<file path="src/design/radio_cfg_defs.svh">
// register offsets, field positions, reset values and timing for the radio/cpu config bank
// assumes inclusion by bare name from design files
`ifndef RADIO_CFG_DEFS_SVH
`define RADIO_CFG_DEFS_SVH

// =====================================================================
// register byte offsets
`define OFF_PAYLOAD      8'h00
`define OFF_ADDR_WIDTH   8'h04
`define OFF_MATCH_ADDR   8'h08
`define OFF_CPU_CLOCK    8'h0C
`define OFF_STATUS       8'h10

// =====================================================================
// field positions
`define RXPW_LSB         0
`define TXPW_LSB         8
`define RXAW_LSB         0
`define TXAW_LSB         4
`define FREQ_LSB         0
`define SRC_BIT          2

// =====================================================================
// reset values
`define RXPW_RST         6'h20
`define TXPW_RST         6'h20
`define RXAW_RST         3'h4
`define TXAW_RST         3'h4
`define MATCH_RST        32'hE7E7E7E7
`define FREQ_RST         2'h0
`define SRC_RST          1'h0
`define TXAW_FOUR_BYTE   3'h4

// =====================================================================
// axi responses
`define RESP_OKAY        2'h0
`define RESP_SLVERR      2'h2

// =====================================================================
// clock divide ratios from the 16 MHz source
`define DIV_4MHZ         6'h04
`define DIV_2MHZ         6'h08
`define DIV_1MHZ         6'h10
`define DIV_500KHZ       6'h20

`endif

</file>
<file path="src/design/radio_cfg_pkg.sv">
// types for the radio/cpu config bank
// assumes nothing beyond a SystemVerilog compiler
package radio_cfg_pkg;
    typedef enum logic [1:0] {
        FREQ_4MHZ,
        FREQ_2MHZ,
        FREQ_1MHZ,
        FREQ_500KHZ
    } freq_sel_type;
endpackage

</file>
<file path="src/design/clk_sel_if.sv">
// link between the register bank and the processor clock generator
// assumes both ends run on aclk
`timescale 1ns/10ps
interface clk_sel_if;
    logic [1:0] freq_sel;
    logic       src_direct;
    logic       cpu_clk_en;
    modport bank (output freq_sel, output src_direct, input cpu_clk_en);
    modport gen  (input freq_sel, input src_direct, output cpu_clk_en);
endinterface

</file>
<file path="src/design/cpu_clk_gen.sv">
// processor clock-enable generator from the selected divide ratio
// assumes aclk is the oscillator-rate reference clock
`timescale 1ns/10ps
`include "radio_cfg_defs.svh"
module cpu_clk_gen
    import radio_cfg_pkg::*;
(
    input  wire logic aclk,
    input  wire logic aresetn,
    clk_sel_if.gen    sel
);
    logic [5:0] cnt_q;
    logic [5:0] div_ratio;
    logic       wrap;

    // =================================================================
    // divide ratio decode
    assign div_ratio = (sel.freq_sel == FREQ_4MHZ) ? `DIV_4MHZ :
                       (sel.freq_sel == FREQ_2MHZ) ? `DIV_2MHZ :
                       (sel.freq_sel == FREQ_1MHZ) ? `DIV_1MHZ :
                                                     `DIV_500KHZ;
    assign wrap = (cnt_q >= div_ratio - 6'h01);

    always_ff @(posedge aclk) begin
        if (!aresetn || wrap || sel.src_direct) begin
            cnt_q <= 6'h00;
        end else begin
            cnt_q <= cnt_q + 6'h01;
        end
    end

    // direct source bypasses the divider entirely
    assign sel.cpu_clk_en = aresetn && (sel.src_direct || wrap);

    direct_every_a: assert property (@(posedge aclk) disable iff (!aresetn)
        sel.src_direct |-> sel.cpu_clk_en)
        else $error("direct source did not pass every cycle");
    div_4mhz_a: assert property (@(posedge aclk) disable iff (!aresetn)
        (!sel.src_direct && sel.freq_sel == 2'h0 && sel.cpu_clk_en) ##1
        (!sel.src_direct && sel.freq_sel == 2'h0)[*4] |-> sel.cpu_clk_en)
        else $error("4 MHz enable spacing wrong");
    div_space_a: assert property (@(posedge aclk) disable iff (!aresetn)
        (!sel.src_direct && sel.freq_sel == 2'h1 && sel.cpu_clk_en) ##1
        (!sel.src_direct && sel.freq_sel == 2'h1) |-> !sel.cpu_clk_en)
        else $error("2 MHz enable too early");
endmodule // cpu_clk_gen

</file>
<file path="src/design/radio_cpu_config_fields.sv">
// AXI4-Lite register bank holding radio payload/address fields and cpu clock select
// assumes a single aclk domain and an AXI4-Lite master outside
//
// Operation
// - rx payload length: 6 bits, direct byte count
// - tx payload length: 6 bits, resets 32
// - tx address width code 100 means four bytes
// - match address 32 bits, E7E7E7E7, width-limited match
// - freq select 2 bits: 00 4MHz, 10 1MHz, 11 500kHz
// - freq select 01 gives 2MHz
// - source select 0 uses frequency select
//
// Chosen here: the register addresses and the AXI4-Lite register port.
`timescale 1ns/10ps
`include "radio_cfg_defs.svh"
module radio_cpu_config_fields
    import radio_cfg_pkg::*;
(
    input  wire logic        aclk,
    input  wire logic        aresetn,
    input  wire logic [7:0]  s_axi_awaddr,
    input  wire logic        s_axi_awvalid,
    output wire logic        s_axi_awready,
    input  wire logic [31:0] s_axi_wdata,
    input  wire logic [3:0]  s_axi_wstrb,
    input  wire logic        s_axi_wvalid,
    output wire logic        s_axi_wready,
    output wire logic [1:0]  s_axi_bresp,
    output wire logic        s_axi_bvalid,
    input  wire logic        s_axi_bready,
    input  wire logic [7:0]  s_axi_araddr,
    input  wire logic        s_axi_arvalid,
    output wire logic        s_axi_arready,
    output wire logic [31:0] s_axi_rdata,
    output wire logic [1:0]  s_axi_rresp,
    output wire logic        s_axi_rvalid,
    input  wire logic        s_axi_rready,
    input  wire logic [31:0] rx_packet_address,
    output wire logic        rx_address_match,
    output wire logic [5:0]  receive_payload_length,
    output wire logic [5:0]  transmit_payload_length,
    output wire logic [2:0]  transmit_address_bytes,
    output wire logic        cpu_clk_en
);
    clk_sel_if sel_if ();

    logic [5:0]  rxpw_q;
    logic [5:0]  txpw_q;
    logic [2:0]  rxaw_q;
    logic [2:0]  txaw_q;
    logic [31:0] match_q;
    logic [1:0]  freq_q;
    logic        src_q;
    logic        aw_held_q;
    logic [7:0]  awaddr_q;
    logic        w_held_q;
    logic [31:0] wdata_q;
    logic [3:0]  wstrb_q;
    logic        bvalid_q;
    logic [1:0]  bresp_q;
    logic        rvalid_q;
    logic [31:0] rdata_q;
    logic [1:0]  rresp_q;
    logic        match_hit_q;

    // =================================================================
    // byte-lane merge used for every writable word
    function automatic logic [31:0] merge(input logic [31:0] old, input logic [31:0] nw,
                                          input logic [3:0] strb);
        logic [31:0] r;
        r = old;
        for (int i = 0; i < 4; i++) begin
            if (strb[i]) begin
                r[i*8 +: 8] = nw[i*8 +: 8];
            end
        end
        return r;
    endfunction

    function automatic logic mapped(input logic [7:0] a);
        return a == `OFF_PAYLOAD || a == `OFF_ADDR_WIDTH || a == `OFF_MATCH_ADDR ||
               a == `OFF_CPU_CLOCK || a == `OFF_STATUS;
    endfunction

    // =================================================================
    // write channel
    wire         do_write = aw_held_q && w_held_q && !bvalid_q;
    wire [31:0]  w_payload = merge({18'h0, txpw_q, 2'h0, rxpw_q}, wdata_q, wstrb_q);
    wire [31:0]  w_awidth  = merge({25'h0, txaw_q, 1'h0, rxaw_q}, wdata_q, wstrb_q);
    wire [31:0]  w_match   = merge(match_q, wdata_q, wstrb_q);
    wire [31:0]  w_clock   = merge({29'h0, src_q, freq_q}, wdata_q, wstrb_q);
    wire         wr_ok     = mapped(awaddr_q) && awaddr_q != `OFF_STATUS;

    assign s_axi_awready = !aw_held_q;
    assign s_axi_wready  = !w_held_q;
    assign s_axi_bvalid  = bvalid_q;
    assign s_axi_bresp   = bresp_q;

    always_ff @(posedge aclk) begin
        if (!aresetn) begin
            aw_held_q <= 1'b0;
            awaddr_q  <= 8'h00;
        end else if (s_axi_awvalid && !aw_held_q) begin
            aw_held_q <= 1'b1;
            awaddr_q  <= s_axi_awaddr;
        end else if (do_write) begin
            aw_held_q <= 1'b0;
        end
    end

    always_ff @(posedge aclk) begin
        if (!aresetn) begin
            w_held_q <= 1'b0;
            wdata_q  <= 32'h0;
            wstrb_q  <= 4'h0;
        end else if (s_axi_wvalid && !w_held_q) begin
            w_held_q <= 1'b1;
            wdata_q  <= s_axi_wdata;
            wstrb_q  <= s_axi_wstrb;
        end else if (do_write) begin
            w_held_q <= 1'b0;
        end
    end

    always_ff @(posedge aclk) begin
        if (!aresetn) begin
            bvalid_q <= 1'b0;
            bresp_q  <= `RESP_OKAY;
        end else if (do_write) begin
            bvalid_q <= 1'b1;
            bresp_q  <= wr_ok ? `RESP_OKAY : `RESP_SLVERR;
        end else if (s_axi_bready) begin
            bvalid_q <= 1'b0;
        end
    end

    // =================================================================
    // configuration fields
    always_ff @(posedge aclk) begin
        if (!aresetn) begin
            rxpw_q <= `RXPW_RST;
            txpw_q <= `TXPW_RST;
        end else if (do_write && awaddr_q == `OFF_PAYLOAD) begin
            rxpw_q <= w_payload[`RXPW_LSB +: 6];
            txpw_q <= w_payload[`TXPW_LSB +: 6];
        end
    end

    always_ff @(posedge aclk) begin
        if (!aresetn) begin
            rxaw_q <= `RXAW_RST;
            txaw_q <= `TXAW_RST;
        end else if (do_write && awaddr_q == `OFF_ADDR_WIDTH) begin
            rxaw_q <= w_awidth[`RXAW_LSB +: 3];
            txaw_q <= w_awidth[`TXAW_LSB +: 3];
        end
    end

    always_ff @(posedge aclk) begin
        if (!aresetn) begin
            match_q <= `MATCH_RST;
        end else if (do_write && awaddr_q == `OFF_MATCH_ADDR) begin
            match_q <= w_match;
        end
    end

    always_ff @(posedge aclk) begin
        if (!aresetn) begin
            freq_q <= `FREQ_RST;
            src_q  <= `SRC_RST;
        end else if (do_write && awaddr_q == `OFF_CPU_CLOCK) begin
            freq_q <= w_clock[`FREQ_LSB +: 2];
            src_q  <= w_clock[`SRC_BIT];
        end
    end

    // =================================================================
    // address match over the selected number of bytes
    wire [3:0] byte_eq;
    wire [3:0] byte_used;
    genvar g;
    generate
        for (g = 0; g < 4; g++) begin : g_byte
            assign byte_eq[g]   = rx_packet_address[g*8 +: 8] == match_q[g*8 +: 8];
            assign byte_used[g] = rxaw_q > 3'(g);
        end
    endgenerate
    wire match_now = &(byte_eq | ~byte_used);

    always_ff @(posedge aclk) begin
        if (!aresetn) begin
            match_hit_q <= 1'b0;
        end else begin
            match_hit_q <= match_now;
        end
    end

    assign rx_address_match        = match_hit_q;
    assign receive_payload_length  = rxpw_q;
    assign transmit_payload_length = txpw_q;
    assign transmit_address_bytes  = (txaw_q == `TXAW_FOUR_BYTE) ? 3'h4 : txaw_q;

    // =================================================================
    // read channel
    wire [31:0] rd_mux =
        (s_axi_araddr == `OFF_PAYLOAD)    ? {18'h0, txpw_q, 2'h0, rxpw_q} :
        (s_axi_araddr == `OFF_ADDR_WIDTH) ? {25'h0, txaw_q, 1'h0, rxaw_q} :
        (s_axi_araddr == `OFF_MATCH_ADDR) ? match_q :
        (s_axi_araddr == `OFF_CPU_CLOCK)  ? {29'h0, src_q, freq_q} :
        (s_axi_araddr == `OFF_STATUS)     ? {30'h0, sel_if.cpu_clk_en, match_hit_q} :
                                            32'h0;

    assign s_axi_arready = !rvalid_q;
    assign s_axi_rvalid  = rvalid_q;
    assign s_axi_rdata   = rdata_q;
    assign s_axi_rresp   = rresp_q;

    always_ff @(posedge aclk) begin
        if (!aresetn) begin
            rvalid_q <= 1'b0;
            rdata_q  <= 32'h0;
            rresp_q  <= `RESP_OKAY;
        end else if (s_axi_arvalid && !rvalid_q) begin
            rvalid_q <= 1'b1;
            rdata_q  <= rd_mux;
            rresp_q  <= mapped(s_axi_araddr) ? `RESP_OKAY : `RESP_SLVERR;
        end else if (s_axi_rready) begin
            rvalid_q <= 1'b0;
        end
    end

    // =================================================================
    // processor clock generator
    assign sel_if.freq_sel   = freq_q;
    assign sel_if.src_direct = src_q;
    assign cpu_clk_en        = sel_if.cpu_clk_en;

    cpu_clk_gen u_clk (
        .aclk    (aclk),
        .aresetn (aresetn),
        .sel     (sel_if.gen)
    );

    // =================================================================
    // checks
    txpw_reset_a: assert property (@(posedge aclk)
        !aresetn |=> transmit_payload_length == 6'h20)
        else $error("tx payload length not reset to 32");
    match_reset_a: assert property (@(posedge aclk)
        !aresetn |=> match_q == 32'hE7E7E7E7 && freq_q == 2'h0 && !src_q)
        else $error("match or clock fields not at reset value");
    rxpw_write_a: assert property (@(posedge aclk) disable iff (!aresetn)
        do_write && awaddr_q == 8'h00 && wstrb_q[0] |=> rxpw_q == $past(wdata_q[5:0]))
        else $error("rx payload length write lost");
    txpw_write_a: assert property (@(posedge aclk) disable iff (!aresetn)
        do_write && awaddr_q == 8'h00 && wstrb_q[1] |=> txpw_q == $past(wdata_q[13:8]))
        else $error("tx payload length write lost");
    txaw_four_a: assert property (@(posedge aclk) disable iff (!aresetn)
        txaw_q == 3'h4 |-> transmit_address_bytes == 3'h4)
        else $error("tx address code 100 not four bytes");
    match_one_a: assert property (@(posedge aclk) disable iff (!aresetn)
        rxaw_q == 3'h1 && rx_packet_address[7:0] == match_q[7:0] |=> rx_address_match)
        else $error("one-byte match missed");
    match_full_a: assert property (@(posedge aclk) disable iff (!aresetn)
        rxaw_q == 3'h4 && rx_packet_address != match_q |=> !rx_address_match)
        else $error("four-byte mismatch reported as match");
    match_wide_a: assert property (@(posedge aclk) disable iff (!aresetn)
        rxaw_q >= 3'h4 && rx_packet_address == match_q |=> rx_address_match)
        else $error("four-byte match missed");
    match_write_a: assert property (@(posedge aclk) disable iff (!aresetn)
        do_write && awaddr_q == 8'h08 && wstrb_q == 4'hF |=> match_q == $past(wdata_q))
        else $error("match address write lost");
    fields_hold_a: assert property (@(posedge aclk) disable iff (!aresetn)
        !do_write |=> $stable(rxpw_q) && $stable(txpw_q) && $stable(match_q) &&
        $stable(freq_q) && $stable(src_q))
        else $error("configuration field changed without a write");
    freq_write_a: assert property (@(posedge aclk) disable iff (!aresetn)
        do_write && awaddr_q == 8'h0C && wstrb_q[0] |=> freq_q == $past(wdata_q[1:0]))
        else $error("frequency select write lost");
    src_write_a: assert property (@(posedge aclk) disable iff (!aresetn)
        do_write && awaddr_q == 8'h0C && wstrb_q[0] |=> src_q == $past(wdata_q[2]))
        else $error("clock source select write lost");

    // =================================================================
    // handshake checks
    resp_after_a: assert property (@(posedge aclk) disable iff (!aresetn)
        do_write |=> s_axi_bvalid)
        else $error("write response missing");
    slverr_write_a: assert property (@(posedge aclk) disable iff (!aresetn)
        do_write && !wr_ok |=> s_axi_bresp == `RESP_SLVERR)
        else $error("refused write not answered with slave error");
    bvalid_hold_a: assert property (@(posedge aclk) disable iff (!aresetn)
        s_axi_bvalid && !s_axi_bready |=> s_axi_bvalid && $stable(s_axi_bresp))
        else $error("write response dropped before taken");
    read_answer_a: assert property (@(posedge aclk) disable iff (!aresetn)
        s_axi_arvalid && s_axi_arready |=> s_axi_rvalid)
        else $error("read data missing");
    rvalid_hold_a: assert property (@(posedge aclk) disable iff (!aresetn)
        s_axi_rvalid && !s_axi_rready |=>
        s_axi_rvalid && $stable(s_axi_rdata) && $stable(s_axi_rresp))
        else $error("read data dropped before taken");
    unmapped_read_a: assert property (@(posedge aclk) disable iff (!aresetn)
        s_axi_arvalid && s_axi_arready && !mapped(s_axi_araddr) |=>
        s_axi_rresp == `RESP_SLVERR && s_axi_rdata == 32'h0)
        else $error("unmapped read not refused");
endmodule // radio_cpu_config_fields

</file>
<file path="config.mk">
export PLATFORM = sky130hd
export DESIGN_NAME = radio_cpu_config_fields
export DESIGN_NICKNAME = d
export VERILOG_FILES = /design/src/design/radio_cfg_pkg.sv /design/src/design/clk_sel_if.sv /design/src/design/cpu_clk_gen.sv /design/src/design/radio_cpu_config_fields.sv
export VERILOG_INCLUDE_DIRS = /design/src /design/src/design
export SDC_FILE = /design/constraint.sdc
export NUM_CORES = 1
export LEC_CHECK = 0
export ABC_CLOCK_PERIOD_IN_PS = 4300
export BUFFER_PORTS_ARGS = -buffer_cell sky130_fd_sc_hd__buf_2
export CAP_MARGIN = 20
export CORE_ASPECT_RATIO = 0.9
export CORE_MARGIN = 2
export CORE_UTILIZATION = 35
export CTS_CLUSTER_DIAMETER = 200
export DETAILED_ROUTE_END_ITERATION = 16
export PLACE_DENSITY = 0.64
export SKIP_CTS_REPAIR_TIMING = 1
export SLEW_MARGIN = 5
export SYNTH_ARGS = -nofsm -noshare
export SYNTH_HDL_FRONTEND = slang
export SYNTH_SLANG_ARGS = --single-unit
</file>
<file path="constraint.sdc">
create_clock -name aclk -period 4.3 [get_ports aclk]
set_input_delay 1.075 -clock aclk [delete_from_list [all_inputs] [get_ports aclk]]
set_output_delay 1.075 -clock aclk [all_outputs]
set_load 0.03 [all_outputs]
</file>
==> results <==
- The run finished with clean final reports.
- The HPWL reported at the end of detailed placement is between 10000 and 15000 µm.
- The worst min-delay path class is register to register.
- The number of buffers and inverters on the critical path is 2.
- In this run the remaining antenna-violating nets after routing total 0.
- The total number of clock tree sinks is around 140.
- The sequential element share of the synthesized area is 0.490.
- The initial antenna violation count was 1.
- The area overhead of the layout relative to synthesis is 25.1%.
- VDD sags by at most 0.000268 V.
- Of the post-synthesis cell area, the dominant cell type holds 0.490.
- The endpoint type of the worst setup path is an output port.
- For the worst setup path, the data required time is between 3 and 4 ns.
- The die span in y is ~130 µm.
- The count of max-cap constraint violations is 0.
- Setup repair after global routing left no endpoint under its margin.
- The starting utilization of the core area is 0.358.
- The worst setup path is launched from a register.
- In this run, synthesis produced a sequential element count of about 140.
- The total of endpoints with negative setup slack in the final report is 0.
- The cell count after synthesis is approximately 650.
- Summing internal, switching and leakage power gives 3.07 mW.
- Buffers placed on the I/O ports in this run total 146.
- TritonCTS built the clock tree.
- The layout has 1657 filler cells.
- After detailed routing, the number of remaining DRC violations is 0.
- On the final layout, the worst hold slack is between 0.4 and 0.5 ns.
- On the worst path, the slowest cell contributes a delay of just under 0.4 ns.
- The average wire per cell in the routed design is about 16 µm.
- The routed layout has 4823 vias.
- The top cell family by delay on the critical path is flip-flops.
- The floorplan has 44 rows.
- The weighted congestion reported at the end of routability-driven placement is 0.764.
- The critical path's slowest cell is sky130_fd_sc_hd__dfxtp_1.
- The worst relative slew slack is 0.278.
- The clock reaches the later pin of the worst-skew pair after roughly 0.42 ns.
- The total count of hold-check failures in the final report came to 0.
- Averaged over all synthesized cells, the footprint is 8.97 µm².
- The via count of the first global-routing pass is about 4700.
- The area of the core is between 15000 and 20000 µm².
- The final layout contains routed wiring with a total length of about 16000 µm.
- The pin count of the biggest net entering global routing is 99.
- The number of buffers added by the clock tree synthesis step is 17.
- For this design the top-level I/O count stands at about 150.
- The largest driver fanout on the critical path is 5.
- For the worst setup path, the data arrival time is about 1.9 ns.
- The area enclosed by the die boundary is 17600 µm².
- Clock-pin slew was measured on the worst setup and hold paths at around 0.06 ns.
- The detailed router finished its first iteration with roughly 240 violations.
- For this run, the top clock speed supported by timing is between 300 and 400 MHz.
- The most frequent standard cell in the layout excluding fill and tap cells is sky130_fd_sc_hd__buf_2.
- Across every metal layer, demand over resource in global routing totals 0.179.
- The largest clock skew in the final design is ~0.013 ns.
- The buffer cell driving the clock tree root is sky130_fd_sc_hd__clkbuf_16.
- The fraction of final layout cells with drive strength greater than 1 is 0.248.
- Of all flip-flops after synthesis, the portion carrying an async set or reset was 0.
- The number of max-slew violations in the final report came to 0.
- The total standard cell area after synthesis is 5800 µm².
- Walking the worst path, the cells encountered are nand2_1, ha_1, o211ai_1, o21ai_0, inv_1, nor2_1, buf_2.
- The number of synthesis warnings is 0.
- The first TritonRoute pass finished after 4 iterations.
- The top cell types in the final layout, fill and taps aside, are sky130_fd_sc_hd__buf_2 (146), sky130_fd_sc_hd__dfxtp_1 (142), sky130_fd_sc_hd__nand2_1 (130).
- The power per unit of standard cell area is approximately 420 nW/µm².
- At the end of the flow, the number of nets in the layout was roughly 900.
- Summed over all cells, the static leakage comes to approximately 3.2 nW.
- The leftover overflow at the end of global routing is 0.
- In this run the horizontal extent of the chip is roughly 140 µm.
- The clock period minus final worst setup slack is roughly 3.0 ns.
- CTS built an H-tree with a depth of 4.
- The cell type contributing the most total cell area after synthesis is sky130_fd_sc_hd__dfxtp_1.
- The number of enable flip-flop cells after synthesis is 0.
- For the final routed database, the setup TNS stands at 0 ns.
- Using the TritonRoute via totals, the vias-per-cell ratio works out to about 4.8.
- The first-pass GRT wire length is about 25000 µm.
- The leading register cell type out of synthesis is sky130_fd_sc_hd__dfxtp_1.
- At the pin with the least slew margin, the transition time is around 1.1 ns.
- Ranked by total cell area, the synthesized netlist is headed by sky130_fd_sc_hd__dfxtp_1 (49%), sky130_fd_sc_hd__mux2i_1 (10%), sky130_fd_sc_hd__nand2_1 (8.4%).
- The critical path is of the register to output port type.
- The number of different library cells in the post-synthesis netlist is 44.
- The largest buffer count on any clock path is 2.
- Dividing the final minimum period by the clock period gives 0.694.
-- cells by family (layout without fill, tap and decap cells) --
kind of cell / after synthesis / in the layout / synth area share
AOI/OAI and AO/OA: 98 / 98 / 0.0986
xor gates and xnor gates: 36 / 36 / 0.0544
adders and majority gates: 5 / 5 / 0.0108
buffers and inverters: 47 / 189 / 0.0347
DFF: 142 / 142 / 0.490
muxes: 66 / 66 / 0.118
other: 2 / 4 / 0.00129
and+or+nand+nor: 251 / 251 / 0.193
-- registers in the layout, summed over array words and instances, names as in the netlist, 2 cells and up --
register	count
receive_payload_length	6
awaddr_q	8
s_axi_rdata	32
transmit_payload_length	6
freq_q	2
match_q	32
wdata_q	32
wstrb_q	4
txaw_q	3
rxaw_q	3
u_clk.cnt_q	6
-- worst reg2reg max path: cells and delay by family, from the launching register on --
kind,cells,cell delay (ns)
flops,1,0.31
simple gates,4,1.69
mux,1,0.25
-- cells in the mapped netlist (6+ instances only) --
library cell                 n
sky130_fd_sc_hd__dfxtp_1   142
sky130_fd_sc_hd__nand2_1   130
sky130_fd_sc_hd__nor2_1     63
sky130_fd_sc_hd__mux2i_1    58
sky130_fd_sc_hd__a21oi_1    51
sky130_fd_sc_hd__clkbuf_1   31
sky130_fd_sc_hd__xor2_1     26
sky130_fd_sc_hd__nand3_1    20
sky130_fd_sc_hd__a22oi_1    19
sky130_fd_sc_hd__o21ai_0    15
sky130_fd_sc_hd__xnor2_1    10
sky130_fd_sc_hd__nor2b_1     8
sky130_fd_sc_hd__mux2_2      7
sky130_fd_sc_hd__inv_1       6
sky130_fd_sc_hd__nor4_1      6
-- layer usage --
metal,vias to the layer above,part of all wire,track usage
met1,2224,0.46,0.240
met5,-,0,0
li1,2458,-,-
met4,0,0.012,0.0482
met3,12,0.063,0.0525
met2,129,0.46,0.281
-- path summary, 6_finish.rpt --
| kind | start | endpoint | slack, ns | depth (start not counted) |
|---|---|---|---|---|
| setup / recovery | freq_q[1] | cpu_clk_en | 1.32 | 7 |
| hold reg to reg | s_axi_rdata[4] | s_axi_rdata[4] | 0.45 | 2 |
| hold / removal | s_axi_rdata[4] | s_axi_rdata[4] | 0.45 | 2 |
| setup reg to reg | awaddr_q[0] | match_q[0] | 1.91 | 5 |
-- stage by stage --
step | utilization | instance area, µm² | setup WS [ns] | cells
2_1_floorplan | - | 5800 | 0.957 | 648
3_3_place_gp | 0.412 | 6670 | 1.43 | 967
3_5_place_dp | 0.412 | 6670 | 1.42 | 967
4_1_cts | 0.448 | 7250 | 1.29 | 997
5_1_grt | 0.448 | 7250 | 1.14 | 997
6_report | 0.448 | 7260 | 1.32 | 998
-- report_power, final --
part	switching [mW]	internal [mW]
Clock	0.538	0.934
Sequential	0.0262	1.35
Combinational	0.137	0.0859
-- area by class of cell --
type	instances	area, µm²	area share
multi-input combinational	459	2770	0.381
clock buffer	23	468	0.0645
antenna	1	2.50	0.000345
clock inverter	7	113	0.0155
timing repair buffer	152	776	0.107
inverter	7	27.5	0.00379
tap	207	259	0.0357
sequential	142	2840	0.392
Note: power is estimated with default switching activity, not from simulation.
